<file path="config.mk">
export PLATFORM = sky130hd
export DESIGN_NAME = id_page_slave
export DESIGN_NICKNAME = d
export VERILOG_FILES = /design/src/logic/id_page_pkg.sv /design/src/logic/id_page_slave.sv /design/src/logic/pin_sync.sv /design/src/logic/prog_timer.sv
export SDC_FILE = /design/constraint.sdc
export NUM_CORES = 1
export LEC_CHECK = 0
export BUFFER_PORTS_ARGS = -buffer_cell sky130_fd_sc_hd__buf_2
export CAP_MARGIN = 10
export CORE_UTILIZATION = 30
export DETAILED_ROUTE_END_ITERATION = 8
export PLACE_DENSITY = 0.47
export RECOVER_POWER = 25
export REMOVE_ABC_BUFFERS = 1
export SKIP_CTS_REPAIR_TIMING = 1
export SYNTH_ARGS = -nofsm -noshare
export SYNTH_HDL_FRONTEND = slang
export SYNTH_SLANG_ARGS = --single-unit
</file>
<file path="constraint.sdc">
create_clock -name i_clk -period 4.65 [get_ports i_clk]
set_clock_uncertainty 0.1 [all_clocks]
set_input_delay 0.465 -clock i_clk [delete_from_list [all_inputs] [get_ports i_clk]]
set_output_delay 0.465 -clock i_clk [all_outputs]
set_load 0.02 [all_outputs]
</file>
<file path="src/logic/id_page_pkg.sv">
// Function
// - ID read returns byte at six low address bits, MSB first.
// - ID page is 64 bytes; read may start anywhere.
// - Read keeps going; address advances after each byte.
// - Chip select rising ends read anytime; output released.
// - ID read ignored while write cycle runs.
// - ID write: opcode, address with select bit zero, data bytes.
// - Accepted ID write starts timed cycle at select release.
// - Writes to first three bytes overwrite the identity code.
// - Writes and lock dropped when busy, both protect bits, or no enable.
// - Status byte LSB is one when page is locked.
// - Status byte repeats while select stays low.
// - Lock status read rejected while write cycle runs.
// - Lock runs only when select rises on a byte boundary.
// - Valid lock starts the timed write cycle.
// - Completed lock makes the page read-only for good.
// - Reset clears enable latch and busy flag; device deselected.
// - Reset keeps nonvolatile protect and lock bits.
// - Serial output driven only while selected.
// - Read pair opcode 0x83, write pair 0x82, split by select bit.
// - Write enable must precede ID writes and lock.
package id_page_pkg;
  localparam logic [7:0] op_id_read = 8'h83;
  localparam logic [7:0] op_id_program = 8'h82;
  localparam logic [7:0] op_write_enable = 8'h06;
  localparam logic [7:0] op_write_disable = 8'h04;
  localparam int page_sel_bit = 10;
  localparam int lock_data_bit = 1;
  localparam int page_bytes = 64;
  localparam int clk_mhz = 40;
  localparam int self_timed_program_time_us = 4000;
  localparam int prog_cycles = self_timed_program_time_us * clk_mhz;
  localparam logic [7:0] id_reset_byte = 8'hff;

  typedef enum logic [2:0] {
    st_cmd, st_addr, st_rd_id, st_rd_lock, st_wr_data, st_skip
  } phase_t;

  // Serial pins as seen after synchronisers
  typedef struct packed {
    logic cs_n;
    logic sclk;
    logic mosi;
  } spi_pins_t;
endpackage

</file>
<file path="src/logic/id_page_slave.sv">
`timescale 1ns/1ps
module id_page_slave
  import id_page_pkg::*;
#(
  parameter int program_cycles = prog_cycles
)(
  input wire logic i_clk,             // System clock 40 MHz
  input wire logic i_nrst,            // Async reset, active low
  input wire logic i_cs_n,            // Chip select pin, low active
  input wire logic i_sclk,            // Serial clock pin
  input wire logic i_mosi,            // Serial data in pin
  input wire logic i_block_protect_hi,   // Nonvolatile protect bit 1
  input wire logic i_block_protect_lo,   // Nonvolatile protect bit 0
  output logic o_miso,                // Serial data out
  output logic o_miso_oe,             // Output enable, high drives
  output logic o_write_enable_latch,  // Enable latch state
  output logic o_write_busy_flag,     // Write cycle running
  output logic o_page_locked          // Page lock state
);
  typedef struct packed {
    phase_t phase;
    logic sclk_d;
    logic cs_d;
    logic [2:0] bitcnt;
    logic [7:0] shin;
    logic [7:0] shout;
    logic [7:0] opcode;
    logic addr_hi_done;
    logic [15:0] addr;
    logic [5:0] ptr;
    logic got_data;
    logic lock_bit;
    logic write_enable_latch;
    logic pend_lock;
    logic start;
    logic miso;
    logic miso_oe;
    logic [63:0] wmask;
  } core_t;

  core_t st_r;
  core_t st_nxt;
  spi_pins_t pins;
  spi_pins_t raw_pins;
  logic busy;
  logic done;
  logic lock_nv_r = 1'b0;  // Nonvolatile lock, kept over reset
  logic lock_nv_nxt;
  logic [7:0] page_mem [page_bytes];
  logic [7:0] wbuf [page_bytes];
  logic [7:0] lock_byte;
  logic prot_all;
  logic sclk_rise;
  logic sclk_fall;
  logic cs_rise;
  logic byte_done;
  logic [7:0] byte_in;

  // Raw pins gathered for the synchroniser
  assign raw_pins = '{cs_n: i_cs_n, sclk: i_sclk, mosi: i_mosi};

  pin_sync u_sync (
    .i_clk(i_clk),
    .i_nrst(i_nrst),
    .i_pins(raw_pins),
    .o_pins(pins)
  );

  prog_timer #(.cycles(program_cycles)) u_timer (
    .i_clk(i_clk),
    .i_nrst(i_nrst),
    .i_start(st_r.start),
    .o_busy(busy),
    .o_done(done)
  );

  // Edge detection on synchronised pins
  assign sclk_rise = pins.sclk && !st_r.sclk_d && !pins.cs_n;
  assign sclk_fall = !pins.sclk && st_r.sclk_d && !pins.cs_n;
  assign cs_rise = pins.cs_n && !st_r.cs_d;
  assign byte_done = sclk_rise && (st_r.bitcnt == 3'd7);
  assign byte_in = {st_r.shin[6:0], pins.mosi};
  // protect bits are stored levels, never reset here
  assign prot_all = i_block_protect_hi && i_block_protect_lo;
  assign lock_byte = {7'h0, lock_nv_r};

  // Protocol sequencing
  always_comb begin
    st_nxt = st_r;
    st_nxt.sclk_d = pins.sclk;
    st_nxt.cs_d = pins.cs_n;
    st_nxt.start = 1'b0;
    if (done) begin
      st_nxt.write_enable_latch = 1'b0;
      st_nxt.pend_lock = 1'b0;
    end
    // Deselect handling
    if (pins.cs_n) begin
      st_nxt.phase = st_cmd;
      st_nxt.bitcnt = 3'd0;
      st_nxt.addr_hi_done = 1'b0;
      st_nxt.miso_oe = 1'b0;
      st_nxt.miso = 1'b0;
    end else begin
      st_nxt.miso_oe = 1'b1;
    end
    // Frame end decisions
    if (cs_rise) begin
      if (st_r.phase == st_wr_data && st_r.bitcnt == 3'd0
          && st_r.got_data && !busy) begin
        if (st_r.write_enable_latch && !prot_all) begin
          if (!st_r.addr[page_sel_bit]) begin
            if (!lock_nv_r) begin
              st_nxt.start = 1'b1;
            end
          end else if (st_r.lock_bit) begin
            st_nxt.start = 1'b1;
            st_nxt.pend_lock = 1'b1;
          end
        end
      end
      if (st_r.phase == st_cmd && st_r.bitcnt == 3'd0 && st_r.got_data) begin
        if (st_r.opcode == op_write_enable) begin
          st_nxt.write_enable_latch = 1'b1;
        end else if (st_r.opcode == op_write_disable) begin
          st_nxt.write_enable_latch = 1'b0;
        end
      end
      // Byte mask kept until the commit strobe has used it
      st_nxt.got_data = 1'b0;
    end
    // Bit capture
    if (sclk_rise) begin
      st_nxt.shin = byte_in;
      st_nxt.bitcnt = st_r.bitcnt + 3'd1;
    end
    // Byte decode
    if (byte_done) begin
      unique case (st_r.phase)
        st_cmd: begin
          st_nxt.opcode = byte_in;
          st_nxt.got_data = 1'b1;
          if (byte_in == op_id_read || byte_in == op_id_program) begin
            st_nxt.phase = st_addr;
            st_nxt.got_data = 1'b0;
            st_nxt.wmask = '0;
          end else if (byte_in != op_write_enable
                       && byte_in != op_write_disable) begin
            st_nxt.phase = st_skip;
          end
        end
        st_addr: begin
          if (!st_r.addr_hi_done) begin
            st_nxt.addr[15:8] = byte_in;
            st_nxt.addr_hi_done = 1'b1;
          end else begin
            st_nxt.addr[7:0] = byte_in;
            st_nxt.ptr = byte_in[5:0];
            if (st_r.opcode == op_id_program) begin
              st_nxt.phase = st_wr_data;
            end else if (busy) begin
              st_nxt.phase = st_skip;
            end else if (st_r.addr[page_sel_bit]) begin
              st_nxt.phase = st_rd_lock;
              st_nxt.shout = lock_byte;
            end else begin
              st_nxt.phase = st_rd_id;
              st_nxt.shout = page_mem[byte_in[5:0]];
            end
          end
        end
        st_rd_id: begin
          st_nxt.ptr = st_r.ptr + 6'd1;
          st_nxt.shout = page_mem[6'(st_r.ptr + 6'd1)];
        end
        st_rd_lock: begin
          st_nxt.shout = lock_byte;
        end
        st_wr_data: begin
          st_nxt.got_data = 1'b1;
          st_nxt.lock_bit = byte_in[lock_data_bit];
          st_nxt.wmask[st_r.ptr] = 1'b1;
          st_nxt.ptr = st_r.ptr + 6'd1;
        end
        st_skip: begin
          st_nxt.phase = st_skip;
        end
      endcase
    end else if (sclk_rise && st_r.phase == st_wr_data) begin
      st_nxt.got_data = 1'b0;
    end
    // MSB first on falling clock
    if (sclk_fall && (st_r.phase == st_rd_id
                      || st_r.phase == st_rd_lock)) begin
      st_nxt.miso = st_r.shout[7];
      st_nxt.shout = {st_r.shout[6:0], 1'b0};
    end
  end

  always_ff @(posedge i_clk or negedge i_nrst) begin
    if (!i_nrst) begin
      st_r <= '{
        phase: st_cmd,
        sclk_d: 1'b0,
        cs_d: 1'b1,
        bitcnt: 3'd0,
        shin: 8'h00,
        shout: 8'h00,
        opcode: 8'h00,
        addr_hi_done: 1'b0,
        addr: 16'h0000,
        ptr: 6'h00,
        got_data: 1'b0,
        lock_bit: 1'b0,
        write_enable_latch: 1'b0,
        pend_lock: 1'b0,
        start: 1'b0,
        miso: 1'b0,
        miso_oe: 1'b0,
        wmask: 64'h0
      };
    end else begin
      st_r <= st_nxt;
    end
  end

  // Nonvolatile lock bit, set when a lock cycle completes
  // lock becomes permanent
  always_comb begin
    lock_nv_nxt = lock_nv_r;
    if (done && st_r.pend_lock) begin
      lock_nv_nxt = 1'b1;
    end
  end

  // No reset: the lock must survive a power-on reset
  always_ff @(posedge i_clk) begin
    lock_nv_r <= lock_nv_nxt;
  end

  // Byte capture buffer and page store
  genvar gi;
  for (gi = 0; gi < page_bytes; gi++) begin : g_page
    always_ff @(posedge i_clk) begin
      if (byte_done && st_r.phase == st_wr_data && st_r.ptr == 6'(gi)) begin
        wbuf[gi] <= byte_in;
      end
    end
    always_ff @(posedge i_clk) begin
      if (st_r.start && !st_r.pend_lock && st_r.wmask[gi]) begin
        page_mem[gi] <= wbuf[gi];
      end
    end
  end

  assign o_miso = st_r.miso;
  assign o_miso_oe = st_r.miso_oe;
  assign o_write_enable_latch = st_r.write_enable_latch;
  assign o_write_busy_flag = busy;
  assign o_page_locked = lock_nv_r;
endmodule

</file>
<file path="src/logic/pin_sync.sv">
`timescale 1ns/1ps
module pin_sync
  import id_page_pkg::*;
(
  input wire logic i_clk,          // System clock
  input wire logic i_nrst,         // Async reset, active low
  input wire spi_pins_t i_pins,    // Raw pins
  output spi_pins_t o_pins         // Synchronised pins
);
  typedef struct packed {
    spi_pins_t s1;
    spi_pins_t s2;
  } sync_t;
  sync_t st_r;
  sync_t st_nxt;

  // Two-stage shift
  always_comb begin
    st_nxt = st_r;
    st_nxt.s1 = i_pins;
    st_nxt.s2 = st_r.s1;
  end

  always_ff @(posedge i_clk or negedge i_nrst) begin
    if (!i_nrst) begin
      st_r <= '{s1: '{cs_n: 1'b1, sclk: 1'b0, mosi: 1'b0},
                s2: '{cs_n: 1'b1, sclk: 1'b0, mosi: 1'b0}};
    end else begin
      st_r <= st_nxt;
    end
  end

  assign o_pins = st_r.s2;
endmodule

</file>
<file path="src/logic/prog_timer.sv">
`timescale 1ns/1ps
module prog_timer
  import id_page_pkg::*;
#(
  parameter int cycles = prog_cycles
)(
  input wire logic i_clk,     // System clock
  input wire logic i_nrst,    // Async reset, active low
  input wire logic i_start,   // Start pulse
  output logic o_busy,        // Cycle running
  output logic o_done         // End pulse
);
  typedef struct packed {
    logic busy;
    logic [31:0] cnt;
  } tmr_t;
  tmr_t st_r;
  tmr_t st_nxt;

  // Count down the self-timed cycle
  always_comb begin
    st_nxt = st_r;
    if (i_start && !st_r.busy) begin
      st_nxt.busy = 1'b1;
      st_nxt.cnt = 32'(cycles - 1);
    end else if (st_r.busy) begin
      if (st_r.cnt == 32'h0) begin
        st_nxt.busy = 1'b0;
      end else begin
        st_nxt.cnt = st_r.cnt - 32'h1;
      end
    end
  end

  always_ff @(posedge i_clk or negedge i_nrst) begin
    if (!i_nrst) begin
      st_r <= '0;
    end else begin
      st_r <= st_nxt;
    end
  end

  assign o_busy = st_r.busy;
  // Last busy cycle, so the caller clears its flags with busy
  assign o_done = st_r.busy && (st_r.cnt == 32'h0);
endmodule

</file>
==> metrics.sh <==
CTS_ROOT_BUF='clkbuf_16'
MOSTFREQUENTLAYOUTCELLS='1,024 x edfxtp_1, 210 x mux4_2, 209 x nor2_1'
NUMBER_OF_PORT_BUFFERS=10
STATUS='finished with violations'
FP.DIEAREA_SQ_MM=0.157
SYNTH_CELL_TYPES=73
FINISH.INSTANCE_AREA_SQ_MM=0.0537
SYNTH_CELLS=2580
P_PER_AREA_mW_PER_MM2=443
NUMBER_OF_ANTENNA_DIODES=0
FP.DIEW_UM=396
WORST_SKEW_PAIR.LATE_LATENCY_NS=0.76
CTS-ROOT-TO-SINK-BUFFERS=3
PERIOD_NEEDED_NS=3.79
FIRST_GLOBAL_VIAS=25400
FIN_NETS=2685
WORST-SLEW-PIN-TRANSITION_NS=2.24
DEEPEST_LEVEL_OF_THE_CTS_H_TREE=3
TIMING.CRITICAL_PATH.REQUIRED_NS=5.18
PLACE.GP.CONGESTION=0.902
DPL.HPWL_MM=93.7
FINAL-SETUP-VIOL-COUNT=0
YS.WARNINGS.COUNT=0
GLOBALROUTEOVERFLOWTOTAL=0
DRIVE_GT1_SHARE_PCT=20.6
GRT_FIRST_PASS_WIRELENGTH_MM=198
POST-ROUTE-DRC-COUNT=6
POST_DP_CELL_AREA_SQ_MM=0.0496
COMMONEST_NON_FILL_NON_TAP_CELL_IN_THE_LAYOUT='edfxtp_1'
WORST_SETUP_HOLD_PATH_CLK_SLEW_NS=0.06
GRT_ANTENNA_BEFORE_REPAIR=6
WORSTHOLDPATHTYPE='in2reg'
ENDPOINT_KIND='flip-flop'
MAX_CLOCK_FREQ_MHz=264
NUMCTSBUFFERS=120
PLACED_CELLS_INCL_TAPS=4586
ANT_NETS=0
SYN-CELL-AREA_SQ_MM=0.0467
CLOCK-SINKS=1173
WL_MM=141
TIMING.CRITICAL_PATH.FROM_TYPE='flip-flop'
LAYOUT.CELLS.NON_FILLER=4818
TIMING.CRITICAL_PATH.CELLS='inv_1, ha_4, buf_12, buf_4, mux4_2, mux2i_1, o22ai_1, o21bai_1, a31oi_1'
FLOORPLAN.ROWS=144
MAXCAPVIOLCOUNT=1
FAILED_CHECKS='DRC, capacitance limit, slew limit'
CRITICAL-PATH-SLOWEST-CELL='dfrtp_1'
DATA_ARRIVAL_TIME_OF_THE_WORST_PATH_NS=4.31
POSTSYNTHREGISTERBITS=1173
TIMING.FINAL.CRIT_SHARE_PCT=81.4
CRIT_PATH_KIND='reg2reg'
LARGEST_NET_DEGREE_AT_THE_START_OF_GLOBAL_ROUTING=136
DR.FIRST_ITER.DRC_COUNT=2863
P_LEAK_nW=18.1
TIMING.CRITICAL_PATH.FANOUT_MAX=44
VIA_PER_INST=5.21
GRT_SETUP_UNREPAIRED='no'
DR.PASS1.ITERS=8
YS_SEQ_AREA_SHARE_PCT=73.9
CTS_TREE='yes'
SYNTH_ASYNC_SR_FLOP_SHARE_PCT=12.7
DR_TOTAL_VIAS=25100
TIMING.MAX_SLEW.REL_SLACK_PCT=-49.1
DESIGN.CORE.AREA_SQ_MM=0.154
IO_PINS=12
TIMING.CRITICAL_PATH.SLOWEST_CELL_DELAY_NS=0.60
LAYOUT-AREA-OVERHEAD-VS-SYNTH_PCT=15.2
FINAL.HOLD.WORST_SLACK_NS=0.252
SYNTHFLOPTYPE='edfxtp_1'
WL_PER_CELL_UM=29.2
FINALHOLDVIOLATIONS=0
REPORT.FINAL.SLEW_VIOL_COUNT=86
IRDROPWORSTVDD_uV=282
DIE_H_UM=396
START_UTIL_PCT=30.3
SYNTH-EDFF-COUNT=1024
GLOBALROUTETOTALUTIL_PCT=17.8
AVGSYNTHCELLAREA_SQ_UM=18.1
## layer usage
metal	up-vias	track usage [%]	share of wire, %
met5	-	0	0
met4	0	6.53	3.2
met3	192	3.10	6.5
met2	1006	28.2	47
met1	13400	24.5	43
li1	10500	-	-
## Yosys cell counts (13+ instances only)
| master | number | area, sq um |
|---|---|---|
| a211o_1 | 13 | 114 |
| a211oi_1 | 21 | 158 |
| a21oi_1 | 106 | 531 |
| and2_1 | 69 | 432 |
| buf_1 | 13 | 48.8 |
| buf_2 | 40 | 200 |
| clkbuf_1 | 79 | 297 |
| dfrtp_1 | 146 | 3650 |
| edfxtp_1 | 1024 | 30700 |
| inv_1 | 22 | 82.6 |
| mux2_2 | 32 | 360 |
| mux2i_1 | 135 | 1350 |
| mux4_2 | 210 | 4730 |
| nand2_1 | 61 | 229 |
| nand3_1 | 23 | 115 |
| nor2_1 | 213 | 800 |
| nor2b_1 | 13 | 81.3 |
| nor3_1 | 18 | 90.1 |
| o21ai_0 | 33 | 165 |
| o221ai_1 | 22 | 193 |
| o22ai_1 | 47 | 294 |
| or3_1 | 16 | 100 |
| xnor2_1 | 16 | 140 |
## worst max-delay path, delay by kind of cell, from the launching register on
kind | cells | cell delay [ns]
buffers and inverters | 3 | 0.94
flip-flops | 1 | 0.60
AO/OA/AOI/OAI | 3 | 0.52
multiplexers | 2 | 0.88
adder cells (fa/ha/maj) | 1 | 0.53
## cells by family after synthesis
family	Yosys count	share of synthesized area (%)
multiplexers	377	13.8
adder cells (fa/ha/maj)	8	0.215
other	1	0.00804
XOR/XNOR	27	0.507
buffers and inverters	170	1.64
AO/OA/AOI/OAI	332	4.68
AND/OR/NAND/NOR	492	5.25
flip-flops	1173	73.9
## cell type report
class                           instances  area, sq um
Timing Repair Buffer                  116          961
Fill cell                           14600       100000
Inverter                               22         82.6
Tap cell                             2044         2560
Clock inverter                         70          826
Clock buffer                          156         3270
Multi-Input combinational cell       1237        11500
Sequential cell                      1173        34500
## flip-flops by register name, indices dropped and copies added, names as in the netlist, 3 cells and up
signal / cells
u_sync.st_nxt: 3
page_mem: 512
u_sync.o_pins: 3
u_timer.st_r: 32
st_r: 100
wbuf: 512
byte_in: 7
## report_power, final
part / internal (mW) / total (mW) / switching (mW) / leakage, nW
Clock: 5.89 / 10.0 / 4.16 / 1.96
Sequential: 11.7 / 12.0 / 0.253 / 11.3
Combinational: 0.444 / 1.77 / 1.33 / 4.87
Total: 18.1 / 23.8 / 5.74 / 18.1
## through the flow
stage / utilization (%) / setup slack, ns / setup TNS (ns) / power (mW)
global route: 34.8 / 0.572 / 0 / 24.5
global placement: 32.1 / 0.886 / 0 / 14.0
detailed placement: 32.2 / 0.899 / 0 / 14.0
finish: 34.8 / 0.863 / 0 / 23.8
floorplan: - / -5.71 / -315.27 / 12.9
CTS: 34.8 / 0.874 / 0 / 24.1
## final timing paths
path | endpoint | slack (ns) | startpoint | cells past startpoint
worst max-delay path | st_r[108]$_DFFE_PN0P_ | 0.86 | st_r[72]$_DFFE_PN0P_ | 9
worst min-delay path | u_sync.st_nxt[2]$_DFF_PN1_ | 0.25 | i_cs_n | 2
worst max register to register | st_r[108]$_DFFE_PN0P_ | 0.86 | st_r[72]$_DFFE_PN0P_ | 9
worst min register to register | u_sync.o_pins[1]$_DFF_PN0_ | 0.26 | u_sync.st_nxt[1]$_DFF_PN0_ | 0
max in group asynchronous | st_r[20]$_DFFE_PN0P_ | 2.01 | i_nrst | 3
min in group asynchronous | u_timer.o_busy$_DFF_PN0_ | 0.81 | i_nrst | 2
(Power assumes the default switching activity.)
